File: src/hdl/lcc_params.svh
// Constants of the companding codec: field positions, biases, limits, depths.
// Included by bare name; holds definitions only.
`ifndef LCC_PARAMS_SVH
`define LCC_PARAMS_SVH
`define LCC_CODE_W 8
`define LCC_MU_LIN_W 14
`define LCC_A_LIN_W 13
`define LCC_MU_STEP_MASK 8'h0f
`define LCC_MU_SEG_SHIFT 4
`define LCC_MU_SEG_MASK 8'h07
`define LCC_MU_SIGN_MASK 8'h08
`define LCC_MU_BIAS 14'h0021
`define LCC_A_SIGN_MASK 8'h80
`define LCC_A_LIN_MAX 12'h01f
`define LCC_A_CLAMP 12'hfff
`define LCC_A_SEG_ADJ 3
`define LCC_A_XOR 8'hd5
`define LCC_EXP_TABLE_DEPTH 256
`define LCC_MU_CMP_TABLE 16384
`define LCC_A_CMP_TABLE 8192
`define LCC_FIFO_DEPTH 32
`define LCC_PIPE_LATENCY 2
`define LCC_CMP_HEADROOM 4
`endif

File: src/hdl/lcc_pkg.sv
// Types shared by the companding codec files.
// Assumes lcc_params.svh is visible to every user.
package lcc_pkg;
    typedef logic [7:0] lcc_code_t;
    typedef logic signed [13:0] lcc_mu_lin_t;
    typedef struct packed {
        logic sign;
        logic [2:0] seg;
        logic [3:0] step;
    } lcc_acode_s;
endpackage : lcc_pkg

File: src/hdl/lcc_alaw_core.sv
// Combinational A-law compression of one signed linear sample.
// Assumes the caller registers input and output.
`timescale 1ns/1ns
`include "lcc_params.svh"
module lcc_alaw_core #(
    parameter int IN_W = `LCC_A_LIN_W
) (
    input wire logic signed [IN_W-1:0] sample_in,
    output logic [7:0] wire_code_out
);
    logic [IN_W:0] abs_val;
    logic [11:0] clamped;
    logic [10:0] halved;
    lcc_pkg::lcc_acode_s fields;
    always_comb
    begin
        abs_val = sample_in[IN_W-1] ? (IN_W+1)'(-$signed({sample_in[IN_W-1], sample_in}))
                                    : {1'b0, sample_in};
        fields.sign = sample_in[IN_W-1];
        if (abs_val > (IN_W+1)'(`LCC_A_CLAMP))
            clamped = `LCC_A_CLAMP;
        else
            clamped = abs_val[11:0];
        halved = clamped[11:1];
        fields.seg = 3'h0;
        fields.step = halved[3:0];
        if (clamped > `LCC_A_LIN_MAX)
        begin
            for (int p = 4; p <= 10; p++)
            begin
                if (halved[p])
                begin
                    fields.seg = 3'(p - `LCC_A_SEG_ADJ);
                    fields.step = 4'(halved >> (p - 4));
                end
            end
        end
        wire_code_out = fields ^ `LCC_A_XOR;
    end
endmodule : lcc_alaw_core

File: src/hdl/lcc_fifo.sv
// Buffer with registered output stage; WIDTH and DEPTH shape the storage.
// Assumes one clock and a synchronous active-high reset.
`timescale 1ns/1ns
module lcc_fifo #(
    parameter int WIDTH = 8,
    parameter int DEPTH = 32
) (
    input wire logic clock_in,
    input wire logic srst_in,
    input wire logic in_valid_in,
    input wire logic [WIDTH-1:0] in_data_in,
    output logic in_ready_out,
    output logic out_valid_out,
    output logic [WIDTH-1:0] out_data_out,
    input wire logic out_ready_in,
    output logic [$clog2(DEPTH):0] level_out
);
    localparam int PTR_W = $clog2(DEPTH);
    initial
    begin
        if (DEPTH < 4 || (1 << PTR_W) != DEPTH)
            $error("lcc_fifo: DEPTH must be a power of two, at least 4");
    end
    logic [WIDTH-1:0] mem [DEPTH];
    logic [PTR_W-1:0] wr_ptr_reg;
    logic [PTR_W-1:0] rd_ptr_reg;
    logic [PTR_W:0] count_reg;
    logic [PTR_W:0] count_next;
    logic push;
    logic pop;
    assign push = in_valid_in && in_ready_out;
    assign pop = (count_reg != '0) && (!out_valid_out || out_ready_in);
    assign count_next = count_reg + {{PTR_W{1'b0}}, push} - {{PTR_W{1'b0}}, pop};
    always_ff @(posedge clock_in)
    begin
        if (push)
            mem[wr_ptr_reg] <= in_data_in;
    end
    always_ff @(posedge clock_in)
    begin
        if (srst_in)
        begin
            wr_ptr_reg <= '0;
            rd_ptr_reg <= '0;
            count_reg <= '0;
            in_ready_out <= 1'b0;
            level_out <= '0;
        end
        else
        begin
            wr_ptr_reg <= wr_ptr_reg + PTR_W'(push);
            rd_ptr_reg <= rd_ptr_reg + PTR_W'(pop);
            count_reg <= count_next;
            level_out <= count_next;
            // Registered ready stays honest: computed from next occupancy
            in_ready_out <= count_next < (PTR_W+1)'(DEPTH);
        end
    end
    always_ff @(posedge clock_in)
    begin
        if (srst_in)
        begin
            out_valid_out <= 1'b0;
            out_data_out <= '0;
        end
        else if (pop)
        begin
            out_valid_out <= 1'b1;
            out_data_out <= mem[rd_ptr_reg];
        end
        else if (out_ready_in)
            out_valid_out <= 1'b0;
    end
endmodule : lcc_fifo

File: src/hdl/lcc_top.sv
// Companding codec: mu-law channel codes to linear samples, linear samples
// to A-law channel codes through an output buffer toward the channel.
// Assumes one clock, synchronous reset, and a channel that honours valid/ready.
//
// Summary of operation
// Expander yields 14-bit mu-law linear samples; A-law would be 13 bits.
// Channel codes are sign plus logarithmic magnitude.
// Compressor turns each linear sample into an 8-bit channel code.
// Expander may use a 256-entry precomputed table instead of logic.
// Compressor tables would need 16384 or 8192 words; logic used instead.
// Mu expansion inverts the code, doubles the low nibble, adds 33.
// Segment is inverted code shifted right four, masked with 7.
// Biased step shifted left by segment, then 33 subtracted.
// Sign at mask 08h after the shift; set means negate the magnitude.
// A-law sign goes to bit 80h; the absolute value is encoded.
// Magnitudes up to 1fh are coded linearly with segment zero.
// Magnitudes above fffh saturate to fffh.
// The lowest magnitude bit is dropped before segment search.
// Segment is leading-one position minus three; next four bits are step.
// Assembled code is XORed with d5h before transmission.
// One sample per valid cycle; result valid after a fixed latency. Compressor takes only under cmp_ready_out; its channel latency varies.
`timescale 1ns/1ns
`include "lcc_params.svh"
module lcc_top #(
    parameter bit USE_EXP_TABLE = 1'b0,
    parameter int CMP_IN_W = `LCC_A_LIN_W,
    parameter int FIFO_DEPTH = `LCC_FIFO_DEPTH
) (
    input wire logic clock_in,
    input wire logic srst_in,
    input wire logic exp_valid_in,
    input wire logic [7:0] exp_code_in,
    output logic exp_valid_out,
    output logic signed [`LCC_MU_LIN_W-1:0] exp_sample_out,
    input wire logic cmp_valid_in,
    input wire logic signed [CMP_IN_W-1:0] cmp_sample_in,
    output logic cmp_ready_out,
    output logic chan_valid_out,
    output logic [7:0] chan_code_out,
    input wire logic chan_ready_in
);
    localparam int LIN_W = `LCC_MU_LIN_W;
    localparam int CNT_W = $clog2(FIFO_DEPTH) + 1;

    initial
    begin
        if (CMP_IN_W < `LCC_A_LIN_W || CMP_IN_W > 31)
            $error("lcc_top: CMP_IN_W must lie between 13 and 31");
        if (FIFO_DEPTH < 2 * `LCC_CMP_HEADROOM)
            $error("lcc_top: FIFO_DEPTH too small for pipeline headroom");
        // Table compression is refused: too many words for this block
        if (`LCC_A_CMP_TABLE > `LCC_MU_CMP_TABLE)
            $error("lcc_top: compressor table sizes inconsistent");
    end

    // Mu-law expansion of one channel code
    function automatic logic signed [LIN_W-1:0] mu_expand(input logic [7:0] code);
        logic [7:0] inv;
        logic [LIN_W-1:0] biased;
        logic [LIN_W-1:0] mag;
        logic [7:0] shifted;
        logic [2:0] seg;
        inv = ~code;
        biased = LIN_W'({inv & `LCC_MU_STEP_MASK, 1'b0}) + `LCC_MU_BIAS;
        shifted = inv >> `LCC_MU_SEG_SHIFT;
        seg = 3'(shifted & `LCC_MU_SEG_MASK);
        mag = LIN_W'(biased << seg) - `LCC_MU_BIAS;
        if ((shifted & `LCC_MU_SIGN_MASK) != 8'h00)
            return -$signed(mag);
        return $signed(mag);
    endfunction : mu_expand

    // Expander path: code register, then conversion register
    logic exp_v1_reg;
    logic [7:0] exp_code_reg;
    logic signed [LIN_W-1:0] exp_conv;

    always_ff @(posedge clock_in)
    begin
        if (srst_in)
        begin
            exp_v1_reg <= 1'b0;
            exp_code_reg <= 8'h00;
        end
        else
        begin
            exp_v1_reg <= exp_valid_in;
            if (exp_valid_in)
                exp_code_reg <= exp_code_in;
        end
    end

    generate
        if (USE_EXP_TABLE)
        begin : g_exp_table
            // Table costs 256 words but removes the shifter from the path
            logic signed [LIN_W-1:0] exp_rom [`LCC_EXP_TABLE_DEPTH];
            for (genvar i = 0; i < `LCC_EXP_TABLE_DEPTH; i++)
            begin : g_entry
                assign exp_rom[i] = mu_expand(8'(i));
            end
            assign exp_conv = exp_rom[exp_code_reg];
        end
        else
        begin : g_exp_logic
            assign exp_conv = mu_expand(exp_code_reg);
        end
    endgenerate

    always_ff @(posedge clock_in)
    begin
        if (srst_in)
        begin
            exp_valid_out <= 1'b0;
            exp_sample_out <= '0;
        end
        else
        begin
            exp_valid_out <= exp_v1_reg;
            if (exp_v1_reg)
                exp_sample_out <= exp_conv;
        end
    end

    // Compressor path: sample register, conversion register, then buffer
    logic cmp_v1_reg;
    logic signed [CMP_IN_W-1:0] cmp_sample_reg;
    logic cmp_v2_reg;
    logic [7:0] cmp_code_reg;
    logic [7:0] cmp_conv;
    logic cmp_take;
    logic fifo_in_ready;
    logic fifo_out_valid;
    logic [7:0] fifo_out_data;
    logic [CNT_W-1:0] fifo_level;

    assign cmp_take = cmp_valid_in && cmp_ready_out;

    always_ff @(posedge clock_in)
    begin
        if (srst_in)
        begin
            cmp_v1_reg <= 1'b0;
            cmp_sample_reg <= '0;
        end
        else
        begin
            cmp_v1_reg <= cmp_take;
            if (cmp_take)
                cmp_sample_reg <= cmp_sample_in;
        end
    end

    // Algorithmic encoder; a table here would be far too large
    lcc_alaw_core #(
        .IN_W(CMP_IN_W)
    ) u_alaw (
        .sample_in(cmp_sample_reg),
        .wire_code_out(cmp_conv)
    );

    always_ff @(posedge clock_in)
    begin
        if (srst_in)
        begin
            cmp_v2_reg <= 1'b0;
            cmp_code_reg <= 8'h00;
        end
        else
        begin
            cmp_v2_reg <= cmp_v1_reg;
            if (cmp_v1_reg)
                cmp_code_reg <= cmp_conv;
        end
    end

    lcc_fifo #(
        .WIDTH(`LCC_CODE_W),
        .DEPTH(FIFO_DEPTH)
    ) u_fifo (
        .clock_in(clock_in),
        .srst_in(srst_in),
        .in_valid_in(cmp_v2_reg),
        .in_data_in(cmp_code_reg),
        .in_ready_out(fifo_in_ready),
        .out_valid_out(fifo_out_valid),
        .out_data_out(fifo_out_data),
        .out_ready_in(chan_ready_in),
        .level_out(fifo_level)
    );

    // Ready is registered, so it lags one cycle; headroom covers the
    // lag plus both pipeline stages, keeping the buffer from overflowing.
    always_ff @(posedge clock_in)
    begin
        if (srst_in)
            cmp_ready_out <= 1'b0;
        else
            cmp_ready_out <= fifo_in_ready &&
                ((32'(fifo_level) + `LCC_CMP_HEADROOM) <= FIFO_DEPTH);
    end

    assign chan_valid_out = fifo_out_valid;
    assign chan_code_out = fifo_out_data;
endmodule : lcc_top

File: config.mk
export PLATFORM = sky130hd
export DESIGN_NAME = lcc_top
export DESIGN_NICKNAME = d
export VERILOG_FILES = /design/src/hdl/lcc_pkg.sv /design/src/hdl/lcc_alaw_core.sv /design/src/hdl/lcc_fifo.sv /design/src/hdl/lcc_top.sv
export VERILOG_INCLUDE_DIRS = /design/src /design/src/hdl
export SDC_FILE = /design/constraint.sdc
export NUM_CORES = 1
export LEC_CHECK = 0
export ABC_AREA = 1
export BUFFER_PORTS_ARGS = -buffer_cell sky130_fd_sc_hd__buf_2
export CORE_UTILIZATION = 56
export DETAILED_ROUTE_END_ITERATION = 10
export MAX_ROUTING_LAYER = met4
export PLACE_DENSITY = 0.76
export SLEW_MARGIN = 20
export SYNTH_ARGS = -nofsm -noshare
export SYNTH_HDL_FRONTEND = slang
export SYNTH_SLANG_ARGS = --single-unit
File: constraint.sdc
create_clock -name clock_in -period 2.7 [get_ports clock_in]
set_input_delay 0.54 -clock clock_in [delete_from_list [all_inputs] [get_ports clock_in]]
set_output_delay 0.54 -clock clock_in [all_outputs]
set_load 0.03 [all_outputs]
==> metrics, run 1 <==
post-synth cell types 48; max incr delay on CP 0.44 ns; footprint of the multi-input gates 4638 um2; RSZ-0062 raised after global routing false; Achievable Freq 407.8 MHz; post-route insts no fill 1836; number of buffers created by CTS 35; vias in the first global route 10020; setup bufs post-CTS 0; total number of vias 10520; syn nets 1458; Avg WL per Cell 18.20 um; clk_lat worst skew 0.51 ns; Hold Path Sink exp_code_reg[0]; hpwl dp 21.24 mm; WP data required 3.10 ns; yosys synthesis warning count 0; Nets 1530; # DRC 0; Tcrit/Tclk final 90.83%; Clock transition at path regs 0.06 ns; Primary FF master, synth edfxtp_1; Worst Max-Slew Pin Slew 0.8464 ns; critical path's slowest cell dfxtp_1; H-tree depth 2; share of layout cells above drive strength 1 14.54%; post-synthesis async set-or-reset flop share 0%; Root Buffer clkbuf_16; aggregate routed wire length 33.42 mm; R2R Setup Slk 0.25 ns; PwrDens 925.9 nW/um2; status complete, no violations; post-synthesis cell area 14510 um2; overall routing resource usage 26.33%; Fill cells 1882; DR iter-0 viols 926; crit end category flop; Worst Setup Start Kind flop; DRT Pass-1 Iters 5; max reg flops 256; Mapped Cells 1410; hold_sp exp_code_in[0]; initial antenna violation count 0; Core Rows 58; area grow syn2layout 13.78%; largest net degree at the start of global routing 66; Pleak 6.410 nW; reg-to-reg endpoint exp_sample_out[10]; total grt overflow 0; Yosys reg bits 330; Worst VDD drop 632.8 uV; initial core utilization 57.27%; clk_skew 0.01787 ns; Vias/cell 5.728; Max Root-Sink Buffers 3; Clock Sinks 330; Slew HR 43.49%; Final Hold Vio Count 0; die area 26550 um2; number of top-level pins 51; Resized Gates After CTS 0; worst r2r path cells 16; TritonCTS clock tree yes; number of enable flip-flop cells after synthesis 256; CP cell instances inv_2 > a21oi_2 > nand2_1 > ha_1 > nand2_1 > nand2_2 > xnor2_2 > nand3_2 > nor2_2 > nand3_1 > nor2_2 > nand2_1 > nand3b_1 > nand3_1 > nand2_1 > inv_1; Setup-failing EPs final 0; Die Y-Extent 162.9 um; Routed Antenna Nets 0; kind of critical path flop to flop; Mapped Avg Cell Area 10.29 um2; sum of negative setup slack 0 ns; worst r2r src exp_code_reg[5]; Sequential cell area 9175 um2; CP max FO 7; Hold Path Depth 3; clock period minus final worst setup slack 2.452 ns; final RePlAce weighted congestion 0.9271; sequential area share after synthesis 63.21%; Inst Count DP 1775; ANT cells 0; die width 162.9 um; CTS Hold Bufs 0; CP Launch Point exp_code_reg[5]; Port Buffers 50; final count of pins violating max slew 0; most used cell, CP nand2_1; placeable core area 25330 um2; Max Cap Violations 0; Worst Path Arrival 2.85 ns; first-pass GRT wire length 51.88 mm; hold crit path type primary input to flop
[area by class of cell]
type | count | share of cell area (%)
Clock buffer | 47 | 5.761
Clock inverter | 14 | 1.221
Tap cell | 330 | 2.502
Inverter | 101 | 2.320
Timing Repair Buffer | 109 | 4.503
Multi-Input combinational cell | 905 | 28.10
Sequential cell | 330 | 55.59
[routing by layer]
layer | GRT usage [%] | up-vias | share of wire, %
met2 | 43.21 | 389 | 49
li1 | - | 5097 | -
met4 | 11.55 | 0 | 4.0
met3 | 4.431 | 83 | 6.9
met5 | - | - | 0
met1 | 32.09 | 4947 | 40
[synth_stat cells (9+ instances only)]
cell type    n  share of area (%)
nand2_1    133                3.4
o21ai_0    201                6.9
ha_1        21                1.8
inv_2       10               0.26
dfxtp_1     74                 10
nand3_1     52                1.8
buf_2       13               0.45
inv_1       88                2.3
edfxtp_1   256                 53
clkbuf_1    55                1.4
xor2_1      10               0.60
a21oi_1     62                2.1
o22ai_1     72                3.1
nand2_2     14               0.60
o211ai_1     9               0.47
nor2_1     264                6.8
[layout by cell type, fill, tap and decap left out, drive strengths merged, types with 6 or more instances in the layout]
master	n
nand3	61
nand2	147
o22ai	72
o21ai	207
xor2	11
inv	99
a21oi	65
o32ai	8
buf	109
edfxtp	256
clkbuf	47
nor2	274
o211ai	9
dfxtp	74
clkinv	8
ha	21
xnor2	6
[cell families after synthesis]
family          Yosys count  share of synthesized area, %
simple gates            495                         14.65
compound gates          371                         14.12
flops                   330                         63.21
buf+inv                 175                         4.891
fa+ha+maj                22                         1.949
xor+xnor                 17                         1.182
[worst max-delay path, delay by kind of cell (launching register included)]
family	cells	cell delay [ns]
AOI/OAI and AO/OA	1	0.18
xor gates and xnor gates	1	0.24
adders and majority gates	1	0.22
buffers and inverters	2	0.16
DFF	1	0.44
and+or+nand+nor	11	1.10
[worst max path at each step]
stage	to	slack, ns	depth (start not counted)
2_1_floorplan	u_fifo.in_ready_out	0.05	16
3_3_place_gp	exp_sample_out[10]	0.29	20
3_5_place_dp	exp_sample_out[10]	0.17	18
4_1_cts	exp_sample_out[10]	0.16	18
5_1_grt	exp_sample_out[10]	0.01	20
6_report	exp_sample_out[10]	0.25	16
[report_power, final]
group	switching (W)	internal, W
combinational	0.00311	0.00151
clock	0.00186	0.00295
sequential	0.000186	0.00566
total	0.00516	0.0101
[per-stage QoR]
stage	utilization, %	cell area, um2	total power (W)	setup slack (ns)	hold slack (ns)
6_report	65.17	16500	0.01528	0.2475	0.2584
5_1_grt	65.17	16500	0.01607	0.01163	0.2698
4_1_cts	65.14	16500	0.01530	0.1644	0.2458
3_5_place_dp	60.59	15350	0.01050	0.1711	0.4588
3_3_place_gp	60.59	15350	0.01040	0.2938	0.4537
2_1_floorplan	-	14510	0.009150	0.04577	0.4309
Note: power is estimated with default switching activity, not from simulation.
==> inputs of run 2 (changes only) <==
==> constraint.sdc (replaced) <==
create_clock -name clock_in -period 2.7 [get_ports clock_in]
set_input_delay 0 -clock clock_in [delete_from_list [all_inputs] [get_ports clock_in]]
set_output_delay 0 -clock clock_in [all_outputs]
set_load 0.03 [all_outputs]
==> run 2 against run 1 <==
Worst setup slack got worse by 0.0043 ns. Global-route usage increased by 1.5 points. Sequential share of layout area decreased by 1.4 points. Design area increased by 2.5%. Routed wire length increased by 4.6%. Non-clock buffer count increased by 45. Via count increased by 2.9%. Critical path type unchanged. Critical endpoint unchanged. Largest cell class unchanged. Highest routed layer unchanged.
==> metrics, run 2 (synthesis results as in run 1) <==
H-tree depth 2 (unchanged); Vias/cell 5.747 (+0.34%); number of buffers created by CTS 35 (unchanged); Fin Hold WS 0.2687 ns (+0.01028 ns); hold crit path type primary input to flop; number of top-level pins 51 (unchanged); critical path's slowest cell dfxtp_2; Worst VDD drop 742.4 uV (+17%); initial antenna violation count 0 (unchanged); Nets 1575 (+2.9%); RSZ-0062 raised after global routing false; clock period minus final worst setup slack 2.457 ns (+0.004279 ns); R2R Setup Slk 0.24 ns (about the same); max reg flops 256 (unchanged); Fill cells 1859 (-1.2%); Tcrit/Tclk final 90.99% (+0.16 points); busiest grt layer met2; CP cell instances inv_4 > nand2_1 > nand2_1 > nand2_1 > nand2_2 > ha_1 > nand2_1 > nand2_2 > xnor2_2 > nand3_2 > nor2_2 > nand3_1 > nor2_2 > nand2_1 > nand3b_1 > nand3_1 > nand2_1 > inv_1; Core Rows 58 (unchanged); DR iter-0 viols 966 (+4.3%); die width 162.9 um (unchanged); max incr delay on CP 0.46 ns (+0.02 ns); overall routing resource usage 27.80% (+1.5 points); Clock Sinks 330 (unchanged); grt met2 use 47.18% (+4.0 points); Die Y-Extent 162.9 um (unchanged); Max Root-Sink Buffers 3 (unchanged); PwrDens 906.1 nW/um2 (-2.1%); sum of negative setup slack 0 ns (unchanged); commonest non-fill, non-tap cell in the layout nor2_1; WP data required 3.12 ns (+0.02 ns); Routed Antenna Nets 0 (unchanged); most used cell, CP nand2_1; clk_lat worst skew 0.52 ns (about the same); Worst Max-Slew Pin Slew 0.8346 ns (-0.01183 ns); hpwl dp 21.27 mm (+0.16%); aggregate routed wire length 34.97 mm (+4.6%); Final Hold Vio Count 0 (unchanged); Port Buffers 50 (unchanged); Setup WS post-layout 0.2432 ns (-0.004279 ns); largest net degree at the start of global routing 66 (unchanged); Achievable Freq 407.0 MHz (-0.17%); Setup-failing EPs final 0 (unchanged); first-pass GRT wire length 54.79 mm (+5.6%); share of layout cells above drive strength 1 14.95% (+0.41 points); total grt overflow 0 (unchanged); Clock transition at path regs 0.06 ns (about the same); Pleak 6.631 nW (+3.4%); area grow syn2layout 16.66%; footprint of the multi-input gates 4638 um2 (unchanged); placeable core area 25330 um2 (unchanged); Util after Layout 66.81% (+1.6 points); Max Cap Violations 0 (unchanged); initial core utilization 57.27% (unchanged); Avg WL per Cell 18.58 um (+2.1%); CP max FO 10 (+3); final RePlAce weighted congestion 0.9560 (+3.1%); # DRC 0 (unchanged); DRT Pass-1 Iters 6 (+1); kind of critical path flop to flop; total number of vias 10820 (+2.9%); ANT cells 0 (unchanged); status complete, no violations; met3 GRT Util 3.718% (-0.71 points); met1 GRT Util 33.67% (+1.6 points); TritonCTS clock tree yes; Post-Place Setup Slack 0.1556 ns (-0.01550 ns); most frequent cells in the layout nor2_1, edfxtp_1, o21ai_0; die area 26550 um2 (unchanged); Sequential cell area 9175 um2 (unchanged); Worst Path Arrival 2.87 ns (+0.02 ns); Slew HR 44.28% (+0.79 points); Root Buffer clkbuf_16; vias in the first global route 10420 (+3.9%); Post-DP Area 15420 um2 (+0.49%); crit end category flop; fin area 16920 um2 (+2.5%); final count of pins violating max slew 0 (unchanged); clk_skew 0.01675 ns (-0.001119 ns); Worst Setup Start Kind flop
run 2: report_power, final:
group          switching, W  internal [W]  leakage [nW]
sequential         0.000185       0.00566          3.12
clock               0.00193       0.00283         0.558
combinational       0.00315       0.00157          2.95
total               0.00527        0.0101          6.63
run 2: path summary, 6_finish.rpt:
check / from / end / cells after the start
worst max register to register: exp_code_reg[4] / exp_sample_out[10] / 18
worst max-delay path: exp_code_reg[4] / exp_sample_out[10] / 18
worst min register to register: cmp_code_reg[1] / cmp_code_reg[1] / 2
worst min-delay path: cmp_valid_in / cmp_v1_reg / 3
run 2: per-stage QoR:
step	instances	total power [W]
floorplan	1410	0.009150
global placement	1785	0.01042
detailed placement	1785	0.01052
CTS	1882	0.01530
global route	1882	0.01606
finish	1882	0.01533
run 2: layout make-up:
| type | instances | area share [%] |
|---|---|---|
| tap | 330 | 2.440 |
| sequential | 330 | 54.22 |
| clock buffer | 51 | 6.019 |
| multi-input combinational | 905 | 27.41 |
| clock inverter | 11 | 0.7394 |
| inverter | 101 | 2.263 |
| timing repair buffer | 154 | 6.906 |
run 2: critical path: cells and delay by family, from the launching register on:
kind,cells,cell delay (ns)
adder cells (fa/ha/maj),1,0.22
flip-flops,1,0.46
AND/OR/NAND/NOR,14,1.34
buffers and inverters,2,0.10
XOR/XNOR,1,0.23
run 2: metal layers:
| layer | share of wire [%] | wire, um | vias up |
|---|---|---|---|
| met5 | 0 | 0 | - |
| met4 | 3.3 | 1164 | 0 |
| met3 | 7.1 | 2500 | 93 |
| met2 | 50 | 17580 | 454 |
| met1 | 39 | 13720 | 5093 |
| li1 | - | - | 5176 |
run 2: what timing repair did:
action / CTS / global route
hold endpoints to repair: 34 / 0
endpoints found under the setup margin: 0 / 4
gates resized for setup: 0 / 2
setup buffers: 0 / 0
hold buffers: 35 / 0
